$ cat src/rtl/hsb_pkg.sv
// constants shared by the hub status sideband logic
package hsb_pkg;

    // clock rate and derived timing
    localparam int CLOCK_MHZ          = 40;
    // shortest external reset pulse, in ns
    localparam int RESET_MIN_NS       = 5000;
    // least time rounds up to whole cycles
    localparam int RESET_MIN_CYCLES   = (RESET_MIN_NS * CLOCK_MHZ + 999) / 1000;
    // width of the released pulse in wakeup role, in ns
    localparam int WAKE_PULSE_NS      = 1000;
    localparam int WAKE_PULSE_CYCLES  = (WAKE_PULSE_NS * CLOCK_MHZ + 999) / 1000;
    // led time base, in ns
    localparam int LED_TICK_NS        = 100000;
    localparam int LED_TICK_CYCLES    = (LED_TICK_NS * CLOCK_MHZ) / 1000;
    // blink half period at the fastest rate, in led ticks
    localparam logic [15:0] LED_BLINK_TICKS = 16'h07d0;
    // breathe steps are this shift shorter than a blink half period
    localparam int LED_BREATHE_SHIFT  = 9;

    // register byte addresses
    localparam logic [7:0] ADDR_CONTROL = 8'h00;
    localparam logic [7:0] ADDR_STATUS  = 8'h04;

    // control register fields
    localparam int CTRL_ROLE_BIT      = 0;
    localparam int CTRL_LED_EN_BIT    = 1;
    localparam int CTRL_BREATHE_BIT   = 2;
    localparam int CTRL_RATE_LSB      = 3;
    localparam logic [4:0] CTRL_RESET = 5'h00;

    // status register fields
    localparam int STAT_SELF_PWR_BIT  = 0;
    localparam int STAT_UP_PWR_BIT    = 1;
    localparam int STAT_STRAP0_BIT    = 2;
    localparam int STAT_STRAP1_BIT    = 3;
    localparam int STAT_PWR_CHG_BIT   = 4;
    localparam int STAT_PIN_BIT       = 5;

    // role of the suspend / wakeup indicator
    typedef enum logic {
        ROLE_SUSPEND = 1'b0,
        ROLE_WAKE    = 1'b1
    } hsb_role_t;

endpackage

$ cat src/rtl/hsb_hub_status_sideband.sv
// hub sideband status pins: reset filter, detects, straps, indicators
//
// Notes on behaviour
// (RL1) board holds reset low at least 5us
// (RL2) suspend role: high only configured and active
// (RL3) indicator role: suspend default, or remote wakeup
// (RL4) self power detect: low bus, high local
// (RL5) strap 1 sets high speed indicator polarity
// (RL6) indicator asserted high speed, negated full speed
// (RL7) watch upstream power; toggle forces reconnect
// (RL8) led dark until enabled; blink or breathe
// (RL9) both straps choose configuration method
// (RL10) straps sampled at reset release, then held
`timescale 1ns/10ps
module hsb_hub_status_sideband
    import hsb_pkg::*;
(
    input  wire logic        clock,
    input  wire logic        rst,
    // board pins
    input  wire logic        systemResetN,
    input  wire logic        selfPowerDetect,
    input  wire logic        upstreamPowerDetect,
    input  wire logic        configMethodSelect0,
    input  wire logic        configMethodSelect1,
    input  wire logic        suspendWakeIndicatorIn,
    output logic             suspendWakeIndicatorOut,
    output logic             suspendWakeIndicatorOeN,
    output logic             highSpeedIndicator,
    output logic             generalLedOutput,
    // hub core side
    input  wire logic        hubConfigured,
    input  wire logic        hubSuspended,
    input  wire logic        upstreamHighSpeed,
    input  wire logic        remoteWakeEvent,
    output logic             hubReset,
    output logic             selfPowered,
    output logic             upstreamPowerPresent,
    output logic             upstreamReconnect,
    output logic [1:0]       configMethod,
    output logic             strapsValid,
    // ahb-lite slave
    input  wire logic        hsel,
    input  wire logic [7:0]  haddr,
    input  wire logic [1:0]  htrans,
    input  wire logic        hwrite,
    input  wire logic [2:0]  hsize,
    input  wire logic [31:0] hwdata,
    input  wire logic        hready,
    output logic             hreadyout,
    output logic             hresp,
    output logic [31:0]      hrdata
);

    logic [7:0]  lowCount;      // cycles the reset pin has been low
    logic        extReset;      // qualified external reset
    logic        strap0;        // latched strap 0
    logic        strap1;        // latched strap 1, also hs polarity
    logic [4:0]  control;       // software control bits
    logic        powerChange;   // sticky: upstream power was lost
    logic [5:0]  wakeCount;     // remaining released cycles
    logic        accessValid;   // address phase accepted
    logic        pendWrite;     // data phase is a write
    logic [7:0]  pendAddr;      // address of pending data phase
    logic        clearChange;   // software clears powerChange
    logic [31:0] next_hrdata;   // read data for the next data phase
    logic [31:0] statusWord;    // live status register view
    hsb_role_t   role;          // indicator role

    assign role = hsb_role_t'(control[CTRL_ROLE_BIT]);

    // (RL1) reset pulse width counter
    // short glitches on the pin are filtered out instead of resetting
    always_ff @(posedge clock)
    begin
        if (rst || systemResetN)
            lowCount <= 8'h00;
        else if (lowCount != 8'(RESET_MIN_CYCLES))
            lowCount <= lowCount + 8'h01;
    end

    // (RL1) full reset once pulse is long enough
    always_ff @(posedge clock)
    begin
        if (rst)
            extReset <= 1'b0;
        else
            extReset <= !systemResetN &&
                        (lowCount >= 8'(RESET_MIN_CYCLES - 1));
    end

    // everything below restarts on either reset
    assign hubReset = rst || extReset;

    // (RL10) straps caught once after reset release
    always_ff @(posedge clock)
    begin
        if (hubReset)
        begin
            strap0      <= 1'b0;
            strap1      <= 1'b0;
            strapsValid <= 1'b0;
        end
        else if (!strapsValid)
        begin
            strap0      <= configMethodSelect0;
            strap1      <= configMethodSelect1;
            strapsValid <= 1'b1;
        end
    end

    // (RL9) method from both straps
    always_ff @(posedge clock)
    begin
        if (hubReset)
            configMethod <= 2'h0;
        else if (!strapsValid)
            configMethod <= {configMethodSelect1, configMethodSelect0};
    end

    // (RL4) low means bus powered only
    always_ff @(posedge clock)
    begin
        if (hubReset)
            selfPowered <= 1'b0;
        else
            selfPowered <= selfPowerDetect;
    end

    // (RL7) upstream power level for the hub core
    always_ff @(posedge clock)
    begin
        if (hubReset)
            upstreamPowerPresent <= 1'b0;
        else
            upstreamPowerPresent <= upstreamPowerDetect;
    end

    // (RL7) power return asks core to reconnect
    // the core renegotiates without a full reset of the hub
    always_ff @(posedge clock)
    begin
        if (hubReset)
            upstreamReconnect <= 1'b0;
        else
            upstreamReconnect <= upstreamPowerDetect &&
                                 !upstreamPowerPresent;
    end

    // (RL7) sticky loss flag, set wins over clear
    always_ff @(posedge clock)
    begin
        if (hubReset)
            powerChange <= 1'b0;
        else if (upstreamPowerPresent && !upstreamPowerDetect)
            powerChange <= 1'b1;
        else if (clearChange)
            powerChange <= 1'b0;
    end

    // (RL5) (RL6) polarity from strap 1
    // reset loads 0 directly, so the pin idles low during reset whatever the strap
    always_ff @(posedge clock)
    begin
        if (hubReset)
            highSpeedIndicator <= 1'b0;
        else
            highSpeedIndicator <= upstreamHighSpeed ^ strap1;
    end

    // (RL3) wakeup role release timer
    always_ff @(posedge clock)
    begin
        if (hubReset || role != ROLE_WAKE)
            wakeCount <= 6'h00;
        else if (remoteWakeEvent)
            wakeCount <= 6'(WAKE_PULSE_CYCLES);
        else if (wakeCount != 6'h00)
            wakeCount <= wakeCount - 6'h01;
    end

    // (RL2) (RL3) open-drain indicator drive
    // pin only ever pulls low; released means high through the pull-up
    assign suspendWakeIndicatorOut = 1'b0;
    always_ff @(posedge clock)
    begin
        if (hubReset)
            suspendWakeIndicatorOeN <= 1'b0;
        else if (role == ROLE_SUSPEND)
            suspendWakeIndicatorOeN <= hubConfigured && !hubSuspended;
        else
            suspendWakeIndicatorOeN <= remoteWakeEvent ||
                                       (wakeCount > 6'h01);
    end

    // (RL8) led pattern engine
    hsb_led_pattern ledEngine (
        .clock   (clock),
        .rst     (hubReset),
        .enable  (control[CTRL_LED_EN_BIT]),
        .breathe (control[CTRL_BREATHE_BIT]),
        .rate    (control[CTRL_RATE_LSB +: 2]),
        .ledOut  (generalLedOutput)
    );

    // bus slave never stalls and never errors
    assign hreadyout = 1'b1;
    assign hresp     = 1'b0;

    // address phase capture
    always_ff @(posedge clock)
    begin
        if (hubReset)
        begin
            accessValid <= 1'b0;
            pendWrite   <= 1'b0;
            pendAddr    <= 8'h00;
        end
        else if (hready)
        begin
            accessValid <= hsel && htrans[1];
            pendWrite   <= hwrite;
            pendAddr    <= haddr;
        end
    end

    // control register written in the data phase
    always_ff @(posedge clock)
    begin
        if (hubReset)
            control <= CTRL_RESET;
        else if (accessValid && pendWrite && pendAddr == ADDR_CONTROL)
            control <= hwdata[4:0];
    end

    // write one to the change bit clears it
    assign clearChange = accessValid && pendWrite &&
                         pendAddr == ADDR_STATUS &&
                         hwdata[STAT_PWR_CHG_BIT];

    // live status view
    always_comb
    begin
        statusWord = 32'h00000000;
        statusWord[STAT_SELF_PWR_BIT] = selfPowered;
        statusWord[STAT_UP_PWR_BIT]   = upstreamPowerPresent;
        statusWord[STAT_STRAP0_BIT]   = strap0;
        statusWord[STAT_STRAP1_BIT]   = strap1;
        statusWord[STAT_PWR_CHG_BIT]  = powerChange;
        statusWord[STAT_PIN_BIT]      = suspendWakeIndicatorIn;
    end

    // read mux; unmapped addresses read zero
    always_comb
    begin
        next_hrdata = 32'h00000000;
        if (haddr == ADDR_CONTROL)
            next_hrdata = {27'h0000000, control};
        else if (haddr == ADDR_STATUS)
            next_hrdata = statusWord;
    end

    // read data registered at the address phase edge
    always_ff @(posedge clock)
    begin
        if (hubReset)
            hrdata <= 32'h00000000;
        else if (hready && hsel && htrans[1] && !hwrite)
            hrdata <= next_hrdata;
    end

    // (RL1) long pulse gives internal reset
    a_ext_reset_take: assert property (@(posedge clock) disable iff (rst)
        (!systemResetN && lowCount == 8'(RESET_MIN_CYCLES - 1))
        |=> extReset) // RL1
        else $error("long reset pulse not taken");

    // (RL2) suspend role level
    a_suspend_level: assert property (@(posedge clock)
        disable iff (hubReset)
        $past(role == ROLE_SUSPEND && !hubReset) |->
        suspendWakeIndicatorOeN == $past(hubConfigured && !hubSuspended))
        // RL2
        else $error("suspend indicator level wrong");

    // (RL3) wakeup role releases the pin
    a_wake_release: assert property (@(posedge clock)
        disable iff (hubReset)
        (role == ROLE_WAKE && remoteWakeEvent) ##1 (role == ROLE_WAKE)
        |-> suspendWakeIndicatorOeN) // RL3
        else $error("wakeup event not signalled");

    // (RL4) self power follows its pin
    a_self_power: assert property (@(posedge clock) disable iff (hubReset)
        $past(!hubReset) |-> selfPowered == $past(selfPowerDetect)) // RL4
        else $error("self power level wrong");

    // (RL5) (RL6) polarity and speed
    a_hs_polarity: assert property (@(posedge clock)
        disable iff (hubReset)
        $past(strapsValid) |->
        highSpeedIndicator == ($past(upstreamHighSpeed) ^ strap1)) // RL5
        else $error("high speed indicator wrong");

    // (RL7) loss sets the sticky flag
    a_power_loss: assert property (@(posedge clock) disable iff (hubReset)
        (upstreamPowerPresent && !upstreamPowerDetect) |=> powerChange)
        // RL7
        else $error("power loss not flagged");

    // (RL7) return gives one reconnect pulse
    a_reconnect_pulse: assert property (@(posedge clock)
        disable iff (hubReset)
        (upstreamPowerDetect && !upstreamPowerPresent) |=>
        upstreamReconnect ##1 !upstreamReconnect) // RL7
        else $error("reconnect pulse wrong");

    // (RL9) method matches both straps
    a_config_method: assert property (@(posedge clock)
        disable iff (hubReset)
        strapsValid |-> configMethod == {strap1, strap0}) // RL9
        else $error("configuration method wrong");

    // (RL10) straps held after capture
    a_straps_held: assert property (@(posedge clock) disable iff (hubReset)
        $past(strapsValid) |-> $stable(strap0) && $stable(strap1)) // RL10
        else $error("straps changed during operation");

endmodule

$ cat src/rtl/hsb_led_pattern.sv
// blink and breathe pattern generator for the general led
`timescale 1ns/10ps
module hsb_led_pattern
    import hsb_pkg::*;
(
    input  wire logic       clock,
    input  wire logic       rst,
    input  wire logic       enable,   // led allowed to light
    input  wire logic       breathe,  // 1 breathe, 0 blink
    input  wire logic [1:0] rate,     // 0 fastest, 3 slowest
    output logic            ledOut    // active high led drive
);

    logic [11:0] tickCount;   // divides clock to led tick
    logic [15:0] stepCount;   // ticks since last pattern step
    logic [15:0] blinkLimit;  // ticks per blink half period
    logic [15:0] stepLimit;   // ticks per step of current pattern
    logic        tick;        // one led tick
    logic        step;        // one pattern step
    logic        blinkLevel;  // square wave for blinking
    logic [7:0]  duty;        // breathe brightness
    logic        rampDown;    // breathe direction
    logic [7:0]  pwmCount;    // free pwm ramp

    // slower rates double the period per step of rate
    assign blinkLimit = LED_BLINK_TICKS << rate;
    assign stepLimit  = breathe ? (blinkLimit >> LED_BREATHE_SHIFT)
                                : blinkLimit;
    assign tick = (tickCount == 12'(LED_TICK_CYCLES - 1));
    assign step = tick && (stepCount >= stepLimit - 16'h0001);

    // time base; held at zero while disabled so patterns start clean
    always_ff @(posedge clock)
    begin
        if (rst || !enable || tick)
            tickCount <= 12'h000;
        else
            tickCount <= tickCount + 12'h001;
    end

    // step counter
    always_ff @(posedge clock)
    begin
        if (rst || !enable || step)
            stepCount <= 16'h0000;
        else if (tick)
            stepCount <= stepCount + 16'h0001;
    end

    // blink square wave
    always_ff @(posedge clock)
    begin
        if (rst || !enable)
            blinkLevel <= 1'b0;
        else if (step && !breathe)
            blinkLevel <= !blinkLevel;
    end

    // breathe ramp, up to full then back to dark
    always_ff @(posedge clock)
    begin
        if (rst || !enable)
        begin
            duty     <= 8'h00;
            rampDown <= 1'b0;
        end
        else if (step && breathe)
        begin
            if (!rampDown)
            begin
                if (duty == 8'hff)
                    rampDown <= 1'b1;
                else
                    duty <= duty + 8'h01;
            end
            else if (duty == 8'h00)
                rampDown <= 1'b0;
            else
                duty <= duty - 8'h01;
        end
    end

    // pwm ramp runs freely; its phase does not matter to the eye
    always_ff @(posedge clock)
    begin
        if (rst)
            pwmCount <= 8'h00;
        else
            pwmCount <= pwmCount + 8'h01;
    end

    // (RL8) dark until enabled, else pattern
    always_ff @(posedge clock)
    begin
        if (rst || !enable)
            ledOut <= 1'b0;
        else if (breathe)
            ledOut <= (pwmCount < duty);
        else
            ledOut <= blinkLevel;
    end

    // (RL8) disabled led stays dark
    a_led_dark_off: assert property (@(posedge clock) disable iff (rst)
        !enable |=> !ledOut) // RL8
        else $error("led lit while disabled");

endmodule

$ cat config.mk
export PLATFORM = sky130hd
export DESIGN_NAME = hsb_hub_status_sideband
export DESIGN_NICKNAME = d
export VERILOG_FILES = /design/src/rtl/hsb_pkg.sv /design/src/rtl/hsb_hub_status_sideband.sv /design/src/rtl/hsb_led_pattern.sv
export SDC_FILE = /design/constraint.sdc
export NUM_CORES = 1
export LEC_CHECK = 0
export ABC_AREA = 1
export BUFFER_PORTS_ARGS = -buffer_cell sky130_fd_sc_hd__buf_4
export CORE_MARGIN = 10
export CORE_UTILIZATION = 50
export CTS_CLUSTER_DIAMETER = 120
export CTS_CLUSTER_SIZE = 25
export DETAILED_ROUTE_END_ITERATION = 8
export PLACE_DENSITY = 0.76
export SYNTH_ARGS = -nofsm -noshare
export SYNTH_HDL_FRONTEND = slang
export SYNTH_HIERARCHICAL = 1
export SYNTH_SLANG_ARGS = --single-unit
$ cat constraint.sdc
create_clock -name clock -period 2.3 [get_ports clock]
set_input_delay 0 -clock clock [delete_from_list [all_inputs] [get_ports clock]]
set_output_delay 0 -clock clock [all_outputs]
set_load 0.05 [all_outputs]
==> metrics.txt <==
area of the multi-input gates 3000 µm²; cell count after synthesis ~750; Hold Crit Depth 5; GR Overflow Total 0; Worst Hold Endpoint suspendWakeIndicatorOeN; clk buf depth 2; Final #Nets between 900 and 1k; routability cong. a little under 0.9; Final Core Density 0.600; Unique masters post-synth 40; TritonRoute pass-1 iters 5; static leakage ~2.8 nW; RSZ-0062 raised after global routing no; WS Path Type reg -> reg; Worst setup EP type flip-flop; number of max-cap violations 0; reg2reg end ledEngine/stepCount[6]; Global Route Usage Sum 0.167; drt drc 0; DIE AREA 15,300 µm²; initial antenna violation count 0; mapped cell area 5380 µm²; min-delay src hubConfigured; Syn. warnings 6; Layout fillers around 950; peak supply drop between 0.3 and 0.4 mV; leading area contributor after synthesis dfxtp_1; Sequential Area 1850 µm²; layout cells sized above 1 0.122; core area 10,400 µm²; outcome finished, final reports clean; Tmin final 2.09 ns; first-pass GRT wire length 21,000 µm; skew final 0.0113 ns; TritonCTS clock tree done; CTS Buf Count 9; flops & latches, synth 92; layout overhead on the synthesized area 16.3%; Yosys top cell area share 0.342; ys async rst share 0; setup ws final 0.213 ns; Reg-to-Reg Start control[2]; post-placement worst setup slack -0.00539 ns; PD cells between 400 and 500 nW/µm²; Clock Root Buffer clkbuf_8; Clk pin slew, worst setup/hold paths about 0.09 ns; Detail Placement HPWL 9200 µm; final slew viol count 0; startpoint type of the worst setup path flip-flop; Sink Count 92; Placement Cell Area 5750 µm²; R2R depth 12; Final Hold Vio Count 0; critical path data arrival time 2.39 ns; top_reg_cell synth dfxtp_1; number of global-route vias before repair 4,742; post-route cell area 6250 µm²; endpoints failing setup 0; pin count of the biggest net entering global routing 20; I/O Buffers 44; chip width 124 µm; Synth area leaders dfxtp_1 (34%), nand2_1 (11%), ha_1 (8.4%); register area share after synthesis 0.342; FP Rows 37; clock latency on the worst-skew pair 0.38 ns; Vias 4,917; Peak Freq around 480 MHz; Die Y 124 µm; total inserted antenna cells 0; wire length after detailed routing 12,500 µm; Via density 5.05; R2R setup slack 0.21 ns; Syn Area/Cell 7.14 µm²; starting density of the core 0.516; CP Max Fanout 8; initial DRC count 195; drt wl/cell 12.8 µm; Final period util 0.907; Post-synth EDFFs 0; hold crit path type in -> reg; WP data required approximately 2.6 ns; Final ANT Viol Nets 0; H-Tree Depth 3; I/O pins 105
[worst max-delay path by stage]
stage / depth (start not counted) / slack, ns / endpoint / startpoint
3_3_place_gp: 13 / 0.11 / ledEngine/duty[0] / control[4]
5_1_grt: 13 / 0.02 / ledEngine/stepCount[10] / control[2]
6_report: 12 / 0.21 / ledEngine/stepCount[6] / control[2]
2_1_floorplan: 17 / 0.17 / ledEngine/duty[1] / control[2]
3_5_place_dp: 13 / -0.005 / ledEngine/duty[0] / control[4]
4_1_cts: 15 / 0.04 / ledEngine/stepCount[6] / control[2]
[final cells by class]
type | count | area share
inverter | 100 | 0.0606
sequential | 92 | 0.296
timing repair buffer | 82 | 0.110
clock inverter | 5 | 0.00640
multi-input combinational | 549 | 0.479
clock buffer | 10 | 0.0204
tap | 136 | 0.0272
[sequential cells by signal (all words and copies together) (netlist names), 6 cells and up]
signal,flops
ledEngine/stepCount,16
wakeCount,6
pendAddr,8
hrdata,6
lowCount,8
ledEngine/duty,8
ledEngine/tickCount,12
ledEngine/pwmCount,8
[power breakdown]
| part | internal [mW] | leakage, nW | switching [mW] |
|---|---|---|---|
| clock network | 0.391 | 0.0746 | 0.599 |
| registers | 1.62 | 0.749 | 0.0200 |
| logic | 0.118 | 1.97 | 0.251 |
[per-stage QoR]
| step | setup TNS [ns] | std cells | hold slack, ns | total power [mW] |
|---|---|---|---|---|
| 2_1_floorplan | 0 | 781 | 0.112 | 1.96 |
| 3_3_place_gp | 0 | 929 | 0.213 | 2.00 |
| 3_5_place_dp | -0.00539 | 929 | 0.230 | 2.00 |
| 4_1_cts | 0 | 973 | 0.00333 | 3.02 |
| 5_1_grt | 0 | 974 | 0.100 | 3.13 |
| 6_report | 0 | 974 | 0.00431 | 3.00 |
[metal layers]
layer	wire [µm]	vias up	global-route usage
met5	0	-	0
met4	205	0	0.0706
met3	949	17	0.0489
met2	6100	138	0.286
met1	5220	2234	0.189
li1	-	2528	-
[worst max-delay path: stages, from the launching register on]
cell     delay, ns
dfxtp_4       0.37
or2_2         0.31
ha_1          0.29
nand2_1       0.08
inv_1         0.04
a21oi_1       0.15
nand3_1       0.10
nand2_1       0.08
nand2_2       0.10
nand2_2       0.09
nand2_2       0.09
buf_4         0.19
a21oi_1       0.12
[Yosys cell counts (all sizes together), types with 4 or more instances]
master	n
nand2	155
a21oi	64
buf	40
nor2	99
ha	36
nor3b	4
inv	97
nand4	16
or2	4
nand3	50
xnor2	10
nor3	21
xor2	12
nand3b	9
dfxtp	92
o21ai	28
[cell families (layout without fill, tap and decap cells)]
| kind of cell | after synthesis | count (layout) | share of synthesized area |
|---|---|---|---|
| compound gates | 100 | 100 | 0.0975 |
| xor+xnor | 22 | 22 | 0.0358 |
| flops | 92 | 92 | 0.342 |
| simple gates | 359 | 359 | 0.310 |
| buf+inv | 140 | 197 | 0.125 |
| fa+ha+maj | 37 | 37 | 0.0875 |
| other cells | 3 | 31 | 0.00209 |
[timing repair]
action | CTS | global route
hold buffers | 29 | 0
hold endpoints to repair | 35 | 0
setup buffers | 0 | 1
resized for setup | 1 | 13
pin swaps | 0 | 1
cloned | 0 | 0
setup endpoints to repair | 2 | 25
[placed cells by master (no fill, tap or decap), types with 4 or more instances in the layout]
| cell | n |
|---|---|
| ha_1 | 36 |
| nand3b_1 | 9 |
| clkbuf_8 | 9 |
| nand4_1 | 14 |
| nand3_1 | 45 |
| o21ai_0 | 26 |
| nor2_4 | 6 |
| conb_1 | 31 |
| nand2_2 | 5 |
| dfxtp_1 | 89 |
| a21oi_1 | 63 |
| nor2_2 | 4 |
| nand3_2 | 4 |
| nor2_1 | 89 |
| dlygate4sd3_1 | 29 |
| nand2_1 | 150 |
| buf_4 | 53 |
| nor3_1 | 18 |
| xor2_1 | 12 |
| inv_1 | 95 |
| xnor2_1 | 10 |
| clkinvlp_4 | 4 |
Note: power is estimated with default switching activity, not from simulation.
